[config.mk]
export PLATFORM = sky130hd
export DESIGN_NAME = sgpd_top
export DESIGN_NICKNAME = d
export VERILOG_FILES = /design/src/rtl/sgpd_pkg.sv /design/src/rtl/sgpd_pte_match.sv /design/src/rtl/sgpd_top.sv
export VERILOG_INCLUDE_DIRS = /design/src /design/src/rtl
export SDC_FILE = /design/constraint.sdc
export NUM_CORES = 1
export LEC_CHECK = 0
export BUFFER_PORTS_ARGS = -buffer_cell sky130_fd_sc_hd__buf_4
export CORE_AREA = 4 4 310 312
export CTS_CLUSTER_SIZE = 16
export DETAILED_ROUTE_END_ITERATION = 10
export DIE_AREA = 0 0 314 316
export HOLD_SLACK_MARGIN = 0.02
export MAX_ROUTING_LAYER = met4
export PLACE_DENSITY = 0.66
export SYNTH_ARGS = -nofsm -noshare
export SYNTH_HDL_FRONTEND = slang
export SYNTH_HIERARCHICAL = 1
export SYNTH_SLANG_ARGS = --single-unit
[constraint.sdc]
create_clock -name clk_sys_in -period 7.1 [get_ports clk_sys_in]
set_input_delay 2.13 -clock clk_sys_in [delete_from_list [all_inputs] [get_ports clk_sys_in]]
set_output_delay 2.13 -clock clk_sys_in [all_outputs]
set_load 0.05 [all_outputs]
[src/rtl/sgpd_map.svh]
// constants for the segment and page descriptor decoder
`ifndef SGPD_MAP_SVH
`define SGPD_MAP_SVH
`define SGPD_SEG_REGS        16
`define SGPD_SEG_IDX_W       4
// 32-bit segment register, bit 0 is msb (big-endian numbering)
`define SGPD_SR_FMT_BIT      31
`define SGPD_SR_SKEY_BIT     30
`define SGPD_SR_UKEY_BIT     29
`define SGPD_SR_NOEX_BIT     28
`define SGPD_SR_VIRTUAL_SEGMENT_IDENTIFIER_W       24
`define SGPD_SR_BUS_UNIT_IDENTIFIER_HI      28
`define SGPD_SR_BUS_UNIT_IDENTIFIER_LO      20
`define SGPD_SR_CTRL_W       20
`define SGPD_SR_PAGE_MASK    32'hF0FFFFFF
`define SGPD_SR_RESET        32'h00000000
// 64-bit table base and group address
`define SGPD_TB_MASK         64'hFFFFFFFFFFFFF000
`define SGPD_TB_RESET        64'h0000000000000000
`define SGPD_GRP_HASH_W      5
`define SGPD_GRP_ZERO_W      7
// page table entry fields, lsb-numbered
`define SGPD_VSID64_W        52
`define SGPD_API64_W         5
`define SGPD_API32_W         6
`define SGPD_PPN64_W         52
`define SGPD_PPN32_W         20
`define SGPD_MIN_HASH64      11
`endif

[src/rtl/sgpd_pkg.sv]
// types for the segment and page descriptor decoder
package sgpd_pkg;
    typedef enum logic [1:0] {
        SGPD_OP_NONE,
        SGPD_OP_WRITE,
        SGPD_OP_READ
    } sgpd_op_e;
    typedef enum logic [1:0] {
        SGPD_ST_IDLE,
        SGPD_ST_DONE,
        SGPD_ST_FAULT
    } sgpd_state_e;
endpackage

[src/rtl/sgpd_pte_match.sv]
// page table entry matcher and field decoder (64-bit or 32-bit format)
`timescale 1ns/1ns
`include "sgpd_map.svh"
module sgpd_pte_match #(
    parameter int WIDE = 1
) (
    input  wire logic [127:0] entry_in,
    input  wire logic [51:0]  virtual_segment_identifier_in,
    input  wire logic [5:0]   api_in,
    input  wire logic         hash_in,
    output logic              hit_out,
    output logic [51:0]       ppn_out,
    output logic              ref_out,
    output logic              chg_out,
    output logic [3:0]        cache_mode_out,
    output logic [1:0]        prot_out
);
    // msb-first bit n of a 64-bit doubleword is index 63-n
    logic [63:0] dw0;
    logic [63:0] dw1;
    logic        v;
    logic        h;
    logic [51:0] vs;
    logic [5:0]  abbreviated_page_index;
    always_comb begin
        dw0 = entry_in[127:64];
        dw1 = entry_in[63:0];
        if (WIDE != 0) begin
            v   = dw0[0];                                   // RULE_17
            h   = dw0[1];                                   // RULE_17
            vs  = dw0[63:12];                               // RULE_17
            abbreviated_page_index = {1'b0, dw0[11:7]};                        // RULE_17 RULE_19
            ppn_out        = dw1[63:12];                    // RULE_18
            ref_out        = dw1[8];                        // RULE_18 RULE_22
            chg_out        = dw1[7];                        // RULE_18 RULE_22
            cache_mode_out = dw1[6:3];                      // RULE_18
            prot_out       = dw1[1:0];                      // RULE_18
        end else begin
            // 32-bit entry: two words in the low 64 bits
            v   = dw1[63];                                  // RULE_20
            vs  = {28'h0000000, dw1[62:39]};                // RULE_20
            h   = dw1[38];                                  // RULE_20
            abbreviated_page_index = dw1[37:32];                               // RULE_20
            ppn_out        = {32'h00000000, dw1[31:12]};    // RULE_21
            ref_out        = dw1[8];                        // RULE_22
            chg_out        = dw1[7];                        // RULE_22
            cache_mode_out = dw1[6:3];
            prot_out       = dw1[1:0];
        end
        hit_out = v && (vs == virtual_segment_identifier_in) && (h == hash_in) && (abbreviated_page_index == api_in); // RULE_16
    end
endmodule

[src/rtl/sgpd_top.sv]
// segment descriptor registers, table base, descriptor and page entry decode
// How it works
// RULE_01 - 64-bit segment entry second doubleword: identifier in bits 0-51, rest reserved.
// RULE_02 - segment identifier forms the high bits of the virtual page number.
// RULE_03 - supervisor and user keys combine with page protection for access rights.
// RULE_04 - table base holds address bits 0-51; bits 52-63 reserved.
// RULE_05 - group address bits 52-56 from hash, bits 57-63 zero.
// RULE_06 - software keeps the table 4 Kbyte aligned and valid when translating.
// RULE_07 - unsupported base bits should be zero; a set one flags a machine check.
// RULE_08 - software avoids bases zero, 0x1000 and 0x2000.
// RULE_09 - sixteen 32-bit segment descriptor registers on chip.
// RULE_10 - page segment register: format, keys, no-execute, reserved, identifier fields.
// RULE_11 - segment register moves allowed only in supervisor mode.
// RULE_12 - indirect moves select register from operand bits 0-3.
// RULE_13 - format bit one: direct-store with bus unit id and controller data.
// RULE_14 - 64-bit direct-store entry passes whole second doubleword through.
// RULE_15 - page entries are 128 bits wide or 64 bits wide.
// RULE_16 - hit needs identifier, hash id, valid and abbreviated index all matching.
// RULE_17 - 64-bit entry first doubleword field layout.
// RULE_18 - 64-bit entry second doubleword field layout.
// RULE_19 - abbreviated index omits at least 11 hashed low-order bits.
// RULE_20 - 32-bit entry first word field layout.
// RULE_21 - 32-bit entry second word: page number, reserved bits.
// RULE_22 - referenced and changed bits record page usage history.
// RULE_23 - recently used segment entries may be kept in a lookaside buffer.
// RULE_24 - reserved descriptor bits ignored on decode and read back as zero.
`timescale 1ns/1ns
`include "sgpd_map.svh"
module sgpd_top
    import sgpd_pkg::*;
#(
    parameter int PA_BITS   = 64,
    parameter int WIDE_PTE  = 1
) (
    input  wire logic         clk_sys_in,
    input  wire logic         nrst_in,
    // segment register move port
    input  wire logic         sr_req_in,
    input  wire logic         sr_write_in,
    input  wire logic         sr_indirect_in,
    input  wire logic [3:0]   sr_num_in,
    input  wire logic [31:0]  sr_rb_in,
    input  wire logic [31:0]  sr_wdata_in,
    input  wire logic         supervisor_in,
    output logic              sr_ack_out,
    output logic              sr_priv_fault_out,
    output logic [31:0]       sr_rdata_out,
    // table base pointer
    input  wire logic         tb_wr_in,
    input  wire logic [63:0]  tb_wdata_in,
    output logic [63:0]       tb_out,
    output logic              machine_check_out,
    // segment lookup (32-bit design)
    input  wire logic         xlate_req_in,
    input  wire logic [31:0]  eff_addr_in,
    output logic              xlate_valid_out,
    output logic              direct_store_out,
    output logic              seg_skey_out,
    output logic              seg_ukey_out,
    output logic              seg_noexec_out,
    output logic [8:0]        bus_unit_id_out,
    output logic [19:0]       ctrl_data_out,
    output logic [39:0]       vpn32_out,
    // 64-bit segment table entry second doubleword and group address
    input  wire logic [63:0]  ste_dw1_in,
    input  wire logic         ste_direct_in,
    input  wire logic [4:0]   ste_hash_in,
    output logic [51:0]       ste_virtual_segment_identifier_out,
    output logic [63:0]       ste_dev_data_out,
    output logic [63:0]       group_addr_out,
    // page table entry check
    input  wire logic         pte_req_in,
    input  wire logic [127:0] pte_in,
    input  wire logic [5:0]   pte_api_in,
    input  wire logic         pte_hash_in,
    input  wire logic         access_store_in,
    output logic              pte_hit_out,
    output logic [51:0]       ppn_out,
    output logic [3:0]        cache_mode_out,
    output logic              access_ok_out,
    output logic              pte_upd_out,
    output logic              pte_ref_out,
    output logic              pte_chg_out
);
    // elaboration-time refusal of widths the masks cannot serve
    if (PA_BITS < 13 || PA_BITS > 64) begin : g_bad_pa
        $error("PA_BITS out of range");
    end
    if (WIDE_PTE < 0 || WIDE_PTE > 1) begin : g_bad_wide
        $error("WIDE_PTE must be 0 or 1");
    end

    // =========================================================
    // storage
    logic [31:0] seg_q [`SGPD_SEG_REGS];                    // RULE_09
    logic [63:0] tb_q;
    logic [63:0] pa_mask;
    sgpd_state_e st_q;
    logic [3:0]  sel;

    function automatic logic [31:0] sr_clean(input logic [31:0] d);
        // reserved bits of a page-format descriptor read as zero
        sr_clean = d[`SGPD_SR_FMT_BIT] ? d : (d & `SGPD_SR_PAGE_MASK); // RULE_24
    endfunction

    always_comb begin
        // bit 0 of rb is its msb, so bits 0-3 are [31:28]
        sel = sr_indirect_in ? sr_rb_in[31:28] : sr_num_in; // RULE_12
        pa_mask = (PA_BITS == 64) ? 64'hFFFFFFFFFFFFFFFF : ~(64'hFFFFFFFFFFFFFFFF << PA_BITS);
    end

    // =========================================================
    // segment register moves
    always_ff @(posedge clk_sys_in or negedge nrst_in) begin
        if (!nrst_in) begin
            for (int i = 0; i < `SGPD_SEG_REGS; i++) begin
                seg_q[i] <= `SGPD_SR_RESET;
            end
        end else if (sr_req_in && sr_write_in && supervisor_in) begin // RULE_11
            seg_q[sel] <= sr_clean(sr_wdata_in);            // RULE_24
        end
    end

    always_ff @(posedge clk_sys_in or negedge nrst_in) begin
        if (!nrst_in) begin
            st_q              <= SGPD_ST_IDLE;
            sr_ack_out        <= 1'b0;
            sr_priv_fault_out <= 1'b0;
            sr_rdata_out      <= 32'h00000000;
        end else begin
            sr_ack_out        <= sr_req_in && supervisor_in;
            sr_priv_fault_out <= sr_req_in && !supervisor_in; // RULE_11
            case (st_q)
                SGPD_ST_IDLE: begin
                    if (sr_req_in) begin
                        st_q <= supervisor_in ? SGPD_ST_DONE : SGPD_ST_FAULT;
                    end
                end
                default: begin
                    st_q <= sr_req_in ? (supervisor_in ? SGPD_ST_DONE : SGPD_ST_FAULT) : SGPD_ST_IDLE;
                end
            endcase
            if (sr_req_in && !sr_write_in && supervisor_in) begin
                sr_rdata_out <= sr_clean(seg_q[sel]);       // RULE_24
            end
        end
    end

    // =========================================================
    // table base pointer
    always_ff @(posedge clk_sys_in or negedge nrst_in) begin
        if (!nrst_in) begin
            tb_q              <= `SGPD_TB_RESET;
            tb_out            <= `SGPD_TB_RESET;
            machine_check_out <= 1'b0;
        end else begin
            if (tb_wr_in) begin
                tb_q   <= tb_wdata_in & `SGPD_TB_MASK;      // RULE_04
                tb_out <= tb_wdata_in & `SGPD_TB_MASK;      // RULE_04
                // bits beyond the physical width raise a sticky check
                if ((tb_wdata_in & `SGPD_TB_MASK & ~pa_mask) != 64'h0) begin
                    machine_check_out <= 1'b1;              // RULE_07
                end
            end
        end
    end

    // =========================================================
    // segment lookup and 64-bit entry decode
    logic [31:0] sd;
    always_comb begin
        // no separate lookaside copy: sixteen registers are already one-cycle reads
        sd = seg_q[eff_addr_in[31:28]];                     // RULE_23
    end

    always_ff @(posedge clk_sys_in or negedge nrst_in) begin
        if (!nrst_in) begin
            xlate_valid_out  <= 1'b0;
            direct_store_out <= 1'b0;
            seg_skey_out     <= 1'b0;
            seg_ukey_out     <= 1'b0;
            seg_noexec_out   <= 1'b0;
            bus_unit_id_out  <= 9'h000;
            ctrl_data_out    <= 20'h00000;
            vpn32_out        <= 40'h0000000000;
            ste_virtual_segment_identifier_out     <= 52'h0000000000000;
            ste_dev_data_out <= 64'h0000000000000000;
            group_addr_out   <= 64'h0000000000000000;
        end else begin
            xlate_valid_out <= xlate_req_in;
            if (xlate_req_in) begin
                direct_store_out <= sd[`SGPD_SR_FMT_BIT];   // RULE_10 RULE_13
                seg_skey_out     <= sd[`SGPD_SR_SKEY_BIT];  // RULE_10 RULE_03
                seg_ukey_out     <= sd[`SGPD_SR_UKEY_BIT];  // RULE_10 RULE_03
                seg_noexec_out   <= sd[`SGPD_SR_FMT_BIT] ? 1'b0 : sd[`SGPD_SR_NOEX_BIT]; // RULE_10
                bus_unit_id_out  <= sd[`SGPD_SR_FMT_BIT] ? sd[`SGPD_SR_BUS_UNIT_IDENTIFIER_HI:`SGPD_SR_BUS_UNIT_IDENTIFIER_LO] : 9'h000; // RULE_13
                ctrl_data_out    <= sd[`SGPD_SR_FMT_BIT] ? sd[19:0] : 20'h00000; // RULE_13
                // identifier then page index from address bits 4-19
                vpn32_out <= {sd[23:0], eff_addr_in[27:12]}; // RULE_02 RULE_10
            end
            ste_virtual_segment_identifier_out     <= ste_direct_in ? 52'h0 : ste_dw1_in[63:12]; // RULE_01 RULE_24
            ste_dev_data_out <= ste_direct_in ? ste_dw1_in : 64'h0;        // RULE_14
            group_addr_out   <= {tb_q[63:12], ste_hash_in, 7'h00};         // RULE_05
        end
    end

    // =========================================================
    // page table entry check and history update
    logic        m_hit;
    logic [51:0] m_ppn;
    logic        m_ref;
    logic        m_chg;
    logic [3:0]  m_cache_mode_bits;
    logic [1:0]  m_pp;
    logic        key;
    logic        ok;

    sgpd_pte_match #(
        .WIDE (WIDE_PTE)
    ) u_match (
        .entry_in       (pte_in),                           // RULE_15
        .virtual_segment_identifier_in        (WIDE_PTE != 0 ? ste_virtual_segment_identifier_out : {28'h0, vpn32_out[39:16]}),
        .api_in         (WIDE_PTE != 0 ? {1'b0, vpn32_out[15:11]} : vpn32_out[15:10]),
        .hash_in        (pte_hash_in),
        .hit_out        (m_hit),
        .ppn_out        (m_ppn),
        .ref_out        (m_ref),
        .chg_out        (m_chg),
        .cache_mode_out (m_cache_mode_bits),
        .prot_out       (m_pp)
    );

    always_comb begin
        // key chosen by privilege, then combined with page protection
        key = supervisor_in ? seg_skey_out : seg_ukey_out;  // RULE_03
        case ({key, m_pp})
            3'b000, 3'b001, 3'b010: ok = 1'b1;
            3'b011:                 ok = !access_store_in;
            3'b100:                 ok = 1'b0;
            3'b101, 3'b111:         ok = !access_store_in;
            3'b110:                 ok = 1'b1;
            default:                ok = 1'b0;
        endcase
    end

    always_ff @(posedge clk_sys_in or negedge nrst_in) begin
        if (!nrst_in) begin
            pte_hit_out    <= 1'b0;
            ppn_out        <= 52'h0000000000000;
            cache_mode_out <= 4'h0;
            access_ok_out  <= 1'b0;
            pte_upd_out    <= 1'b0;
            pte_ref_out    <= 1'b0;
            pte_chg_out    <= 1'b0;
        end else begin
            pte_hit_out   <= pte_req_in && m_hit;           // RULE_16
            access_ok_out <= pte_req_in && m_hit && ok;     // RULE_03
            if (pte_req_in && m_hit) begin
                ppn_out        <= m_ppn;
                cache_mode_out <= m_cache_mode_bits;
                pte_ref_out    <= 1'b1;                     // RULE_22
                pte_chg_out    <= m_chg || (access_store_in && ok); // RULE_22
                pte_upd_out    <= !m_ref || (access_store_in && ok && !m_chg); // RULE_22
            end else begin
                pte_upd_out <= 1'b0;
            end
        end
    end
endmodule

After elaboration in Yosys (flattened, before gate mapping). Index checks and enable logic that the tools add are counted.

Register bits: 906. Bits of input ports: 379. Word-level logic and storage cells: 97.

Eq/ne operators: 10. Multiplexer cells: 20. Bitwise operators: 2. Magnitude comparators: 3. Reductions and logical operators: 24.

Operators by type and width (count): bitwise mux 512 bit (1); binary-select mux 32 bit (select 4 bit) (2); two-way mux 32 bit (7); demux 32 bit (select 4 bit) (1); two-way mux 64 bit (1); == test 52 bit (1); two-way mux 52 bit (1); two-way mux 20 bit (1); logical AND 1 bit (14); == test 3 bit, second input constant (4); greater-or-equal comparator 5 bit, second input constant (2); NOT 4 -> 5 bit (2); two-way mux 9 bit (1); == test 3 x 2 -> 1 bit, second input constant (2); == test 5 bit (1); logical NOT 1 bit (5); < comparator 5 x 1 -> 1 bit, second input constant (1); two-way mux 4 bit (1); OR reduction 4 bit (1); == test 3 x 1 -> 1 bit, second input constant (1); logical NOT 3 bit (1); two-way mux 1 bit (3); case mux 1 bit (3 select lines) (1); OR reduction 3 bit (1); 2 further kinds (3).

Depth between registers and ports, before layout. Gate-level depths: netlist of the first run.

Depth after elaboration: 8. Gate-level depth with buffers: 10. Depth with buffers taken out: 8.

By module. The synthesis of the first run kept the hierarchy.

By module, submodules not included: sgpd_top (cells each 2690, area each 40398.7 µm², seq. area each 22671.7 µm², times used 1); sgpd_pte_match (cells each 143, area each 1102.3 µm², seq. area each 0.0 µm², times used 1).

Least setup slack after synthesis of the first run. Ideal clock, no wire load.

Path type: input-to-reg. Start point: in pte_in[115]. End point: reg ppn_out[23]. Library setup time: 0.125 ns. Arrival: 4.212 ns. Cell stages on the path: 9. Data required time: 6.975 ns. Path slack: 2.763 ns. Cells stage by stage: xor2_1 -> nor4_1 -> nand4_1 -> nor4_2 -> nand2_1 -> inv_1 -> clkbuf_1 -> buf_1 -> mux2_2.

Word-level cells in the longest chain between the ends: 5.

RTL lines: start, declared (RTL line sgpd_top.sv:73) `input wire logic [127:0] pte_in,`; == test 52 bit (RTL line sgpd_pte_match.sv:50) `hit_out = v && (vs == virtual_segment_identifier_in) && (h == hash_in) && (abbreviated_page_index == api_in);`; logical AND 1 bit (3 in series) (RTL line sgpd_pte_match.sv:50); net m_hit (RTL line sgpd_top.sv:209) `logic m_hit;`; logical AND 1 bit (RTL line sgpd_top.sv:258) `if (pte_req_in && m_hit) begin`; end signal, assigned (RTL line sgpd_top.sv:259) `ppn_out <= m_ppn;`; end, declared (RTL line sgpd_top.sv:78) `output logic [51:0] ppn_out,`.

The timed path passes the listed nets, and every way through them passes these cells. A chain may end at the register's enable or synchronous reset.

Worst setup path in the final report of the first run.
Start point: in pte_in[75]. End point: reg ppn_out[28].

Word-level cells in the longest chain between the ends: 3.

RTL lines (RTL line): == test 5 bit (sgpd_pte_match.sv:50); logical AND 1 bit (sgpd_pte_match.sv:50); net m_hit (sgpd_top.sv:209); logical AND 1 bit (sgpd_top.sv:258).

The timed path passes the listed nets, and every way through them passes these cells.

==> results_dict.tcl, run 1 <==
set metrics [dict create \
    status "complete, no violations" \
    grt_pass1_wl_um 196000 \
    total_power_mw 14.7 \
    slew_violations 0 \
    core_area_mm2 0.0930 \
    gp_congestion 0.860 \
    fin_ws_ns 2.24 \
    cap_violations 0 \
    dp_slack_ns 1.71 \
    yosysTopAreaCell "dfrtp_1" \
    post_cts_buffers 0 \
    die_x_um 314 \
    grt_max_degree 125 \
    synth-edff-count 0 \
    drive_gt1_share_pct 51.3 \
    vias_per_cell 5.61 \
    seq_area_mm2 0.0227 \
    synth-seq-cells 906 \
    rsz0062_at_grt "no" \
    placement.io_buffers 705 \
    dp_hpwl_um 92500 \
    cts_max_path_buffers 3 \
    cts_tree "done" \
    grt.overflow.total 0 \
    synth_common_cells "dfrtp_1, mux2_2, mux4_2, nand2_1, o21ai_0" \
    die_area_mm2 0.0992 \
    drt_iter0_drc 2012 \
    setup_tns_ns 0 \
    ys_seq_area_share_pct 54.6 \
    clk_pin_slew_ns 0.06 \
    row_count 112 \
    nets 3786 \
    fillerInstances 7873 \
    cts_buffers 99 \
    clock_skew_ns 0.0237 \
    holdBufCountCts 0 \
    clkSinkCount 906 \
    synth_area_leaders "dfrtp_1, mux2_2, mux4_2" \
    place_inst 4560 \
    ant_nets 0 \
    via_count 26690 \
    path_max_fanout 35 \
    slew_headroom_pct 16.5 \
    criticalPathCategory "in -> reg" \
    gr-usage-all-layers_pct 28.1 \
    peakVddDrop_mv 0.209 \
    finalCriticalPeriod_ns 4.86 \
    antenna_found_initial 12 \
    cts_root_buf "clkbuf_16" \
    p_leak_nw 24.2 \
    stdcell_count 4756 \
    start_util_pct 44.6 \
    insertion_delay_ns 0.67 \
    hp-class "reg -> reg" \
    synth_ff_type "dfrtp_1" \
    worst_pin_slew_ns 1.25 \
    drcViolationCount 0 \
    first_pass_iters 5 \
    grt_pass1_vias 27428 \
    hold_slack_ns 0.402 \
    synth_area_per_cell_um2 14.6 \
    syn_inst 2833 \
    hold_viol_final 0 \
    area_delta_synth_final_pct 23.0 \
    postCtsResizedCells 0 \
    required_ns 7.64 \
    cts-htree-levels 3 \
    min_period_over_period_pct 68.5 \
    wl_per_cell_um 29.0 \
    multi_input_area_mm2 0.0173 \
    pin_count 793 \
    yosys.cell_count.top_type "dfrtp_1" \
    arrival_ns 5.40 \
    setup_viol 0 \
    clock.fmax_mhz 206 \
    p_per_area_mw_per_mm2 289 \
    async_reset_ff_share_pct 100 \
    drt-total-wl_um 138000 \
    yosysWarnings 6 \
    critPathCaptureType "flop" \
    worstSetupStartpointType "input pin" \
    yosysTopAreaCellShare_pct 54.6 \
    syn_area_mm2 0.0415 \
    ys_types 53 \
    dieHeight_um 316 \
]
## power by group
group | switching (mW) | internal (mW)
Clock | 2.20 | 3.41
Sequential | 0.456 | 5.78
Combinational | 1.62 | 1.26
## critical path, cell delays in order
cell and delay (ns):
buf_4 0.11, xor2_1 0.14, nor4_1 0.65, nand4_1 0.29, nor4_2 0.32, nand2_1 0.28, inv_2 0.64, buf_4 0.44
mux2_2 0.38
## final cells by class
class / instances / area share (%)
Clock buffer: 141 / 5.80
Inverter: 38 / 0.279
Timing Repair Buffer: 750 / 11.3
Multi-Input combinational cell: 1612 / 33.9
Antenna cell: 12 / 0.0588
Tap cell: 1254 / 3.07
Sequential cell: 906 / 44.4
Clock inverter: 43 / 1.21
## through the flow
step / cell area (µm²) / utilization (%)
3_5_place_dp: 47400 / 51.0
4_1_cts: 51000 / 54.8
5_1_grt: 51000 / 54.8
6_report: 51000 / 54.8
3_3_place_gp: 47400 / 51.0
2_1_floorplan: 41600 / -
## layer usage
metal  global-route usage (%)  part of all wire [%]
met3                     8.99                   9.0
met1                     36.0                    41
met2                     43.1                    48
met4                     8.70                   3.0
met5                        -                     0
## placed cells by master (no fill, tap or decap), drive strengths merged, types with 28 or more instances in the layout
| cell | n |
|---|---|
| mux2i | 99 |
| a221oi | 28 |
| mux4 | 244 |
| and2 | 65 |
| clkbuf | 142 |
| nor2b | 56 |
| a22o | 28 |
| nand2 | 152 |
| dfrtp | 906 |
| nand3 | 47 |
| mux2 | 601 |
| inv | 42 |
| o21ai | 130 |
| buf | 749 |
| xor2 | 34 |
## flip-flops by register name, summed over array words and instances, names as in the netlist, 4 cells and up
| name | count |
|---|---|
| bus_unit_id_out | 9 |
| ctrl_data_out | 20 |
| group_addr_out | 57 |
| cache_mode_out | 4 |
| ste_virtual_segment_identifier_out | 52 |
| ste_dev_data_out | 64 |
| seg_q | 512 |
| sr_rdata_out | 32 |
| vpn32_out | 40 |
| tb_q | 52 |
| ppn_out | 52 |
## cell families (layout without fill, tap and decap cells)
logic type	count (synthesis)	after routing	synth area share, %
and+or+nand+nor	364	364	4.63
muxes	944	944	32.0
buffers and inverters	335	972	4.11
DFF	906	906	54.6
AOI/OAI and AO/OA	230	230	3.55
xor gates and xnor gates	53	53	1.12
other	1	33	0.00904
## path summary, 6_finish.rpt
path	from	to	slack (ns)	depth (start not counted)
max	pte_in[75]	ppn_out[28]	2.24	9
min	tb_q[59]	group_addr_out[59]	0.40	0
max reg2reg	ste_virtual_segment_identifier_out[42]	ppn_out[28]	3.29	8
min reg2reg	tb_q[59]	group_addr_out[59]	0.40	0
max in group asynchronous	nrst_in	seg_q[207]	4.32	2
min in group asynchronous	nrst_in	seg_q[409]	1.50	1
No activity file was read; power rests on OpenSTA's default activity.
==> run 2, diff against run 1 <==
- CORE_AREA: 4 4 310 312 -> 4 4 303 305
- DIE_AREA: 0 0 314 316 -> 0 0 307 309
- PLACE_DENSITY: 0.66 -> 0.69
- clock period: 7.1 -> 5.1 ns (I/O delays scaled with it)
==> run 2 against run 1 <==
Net effect:
- final area about the same
- setup slack worse by 0.87 ns
- clock skew rose by 0.0045 ns
- total power grew 36%
- clock-buffer cell count up 4
- critical path depth decreased by 2
- global-route usage up 1.1 points
- critical path type unchanged
- first-iteration DRC count is 0.99% lower
==> results_dict.tcl, run 2 (same netlist as run 1, synthesis figures left out) <==
set metrics [dict create \
    hold_viol_final 0 \
    hold_end "group_addr_out[37]" \
    cts-htree-levels 3 \
    clk_pin_slew_ns 0.06 \
    cts_tree "done" \
    holdBufCountCts 0 \
    critPathCaptureType "flop" \
    final_common_cell "dfrtp_1" \
    clock.fmax_mhz 268 \
    place_inst 4520 \
    rsz0062_at_grt "no" \
    clkSinkCount 906 \
    min-delay-start "tb_q[37]" \
    via_count 27110 \
    final_util_pct 57.2 \
    critical_path.top_delay_family "multiplexers" \
    finalCriticalPeriod_ns 3.73 \
    worst_path_most_repeated_cell "buf_4" \
    dp_hpwl_um 96100 \
    cts_buffers 100 \
    r2r_cells 8 \
    pin_count 793 \
    gp_congestion 0.892 \
    top_regs "seg_q: 512 flops, ste_dev_data_out: 64 flops, group_addr_out: 57 flops" \
    r2r-start "ste_virtual_segment_identifier_out[39]" \
    critPathBufInv 2 \
    cp_slowest_stage_delay_ns 0.63 \
    wl_per_cell_um 29.1 \
    p_leak_nw 24.3 \
    clock_skew_ns 0.0282 \
    area_delta_synth_final_pct 23.0 \
    die_area_mm2 0.0949 \
    grt_max_degree 105 \
    stdcell_count 4715 \
    slew_headroom_pct 25.7 \
    slew_violations 0 \
    dieHeight_um 309 \
    ant_nets 0 \
    grt.overflow.total 0 \
    final_cell_mix "dfrtp_1, buf_4, mux2_2, mux4_2, nand2_1" \
    row_count 110 \
    drt_iter0_drc 1992 \
    postCtsResizedCells 0 \
    path_max_fanout 50 \
    worstPathCellList "buf_4 > mux2_8 > buf_4 > mux4_2 > a22o_1 > a221oi_1 > o21ai_0" \
    nets 3825 \
    required_ns 5.61 \
    start_util_pct 46.5 \
    placement.io_buffers 705 \
    setup_tns_ns 0 \
    antenna_found_initial 19 \
    top_register "seg_q" \
    post_cts_buffers 0 \
    first_pass_iters 7 \
    min_path_cells 0 \
    hold_slack_ns 0.393 \
    drive_gt1_share_pct 51.5 \
    setup_viol 0 \
    largest_reg_flops 512 \
    p_per_area_mw_per_mm2 391 \
    drt-total-wl_um 137000 \
    cts_max_path_buffers 3 \
    insertion_delay_ns 0.68 \
    r2r_end "cache_mode_out[3]" \
    cts_root_buf "clkbuf_16" \
    criticalPathCategory "in -> reg" \
    arrival_ns 4.24 \
    peakVddDrop_mv 0.313 \
    critical-path-slowest-cell "mux2_8" \
    regToRegSetupSlack_ns 2.07 \
    grt_pass1_vias 27979 \
    grt_pass1_wl_um 196000 \
    worstSetupStartpointType "input pin" \
    min_period_over_period_pct 73.2 \
    status "complete, no violations" \
    vias_per_cell 5.75 \
    gr-usage-all-layers_pct 29.2 \
    core_area_mm2 0.0893 \
    worst_pin_slew_ns 1.11 \
    hp-class "reg -> reg" \
    drcViolationCount 0 \
    cap_violations 0 \
    die_x_um 307 \
]
==> run 2: cell count changes in the layout (fill, tap and decap cells not counted), moves of 2 or more <==
cell and change:
nand2_4 -3, clkbuf_8 -8, clkinv_2 +3, buf_12 +14
diode_2 +2, bufinv_16 -9, buf_4 +24, clkbuf_1 +12
nand2_2 +3
==> run 2: layout make-up <==
type	count	area, µm²
clock inverter	36	367
sequential	906	22700
timing repair buffer	788	6230
clock buffer	145	2890
inverter	38	143
fill	7216	38300
multi-input combinational	1612	17300
tap	1176	1470
antenna	14	35.0
==> run 2: routing by layer <==
layer / vias up / wire [µm] / GRT usage (%)
met4: 0 / 5150 / 10.7
met2: 1004 / 64100 / 44.2
met1: 14324 / 55500 / 37.7
met5: - / 0 / -
met3: 223 / 12200 / 8.95
li1: 11559 / - / -
==> run 2: worst max-delay path by stage <==
stage	cells past startpoint	slack [ns]	start	end
6_report	7	1.37	sr_indirect_in	sr_rdata_out[9]
5_1_grt	7	1.23	sr_indirect_in	sr_rdata_out[9]
2_1_floorplan	9	1.36	pte_in[115]	ppn_out[23]
4_1_cts	7	1.44	sr_indirect_in	sr_rdata_out[9]
3_3_place_gp	7	0.75	sr_indirect_in	sr_rdata_out[9]
3_5_place_dp	7	0.72	sr_indirect_in	sr_rdata_out[29]
==> run 2: stage by stage <==
stage          setup WS, ns  power, mW  cell area [µm²]
2_1_floorplan          1.36       11.3            41600
3_3_place_gp          0.751       12.8            47800
3_5_place_dp          0.717       12.9            47800
4_1_cts                1.44       20.1            51000
5_1_grt                1.23       20.7            51100
6_report               1.37       20.0            51100
==> run 2: power breakdown <==
group	total [mW]	internal (mW)	switching, mW
combinational	4.05	1.78	2.27
sequential	8.69	8.05	0.643
clock	7.22	4.19	3.02
total	20.0	14.0	5.94
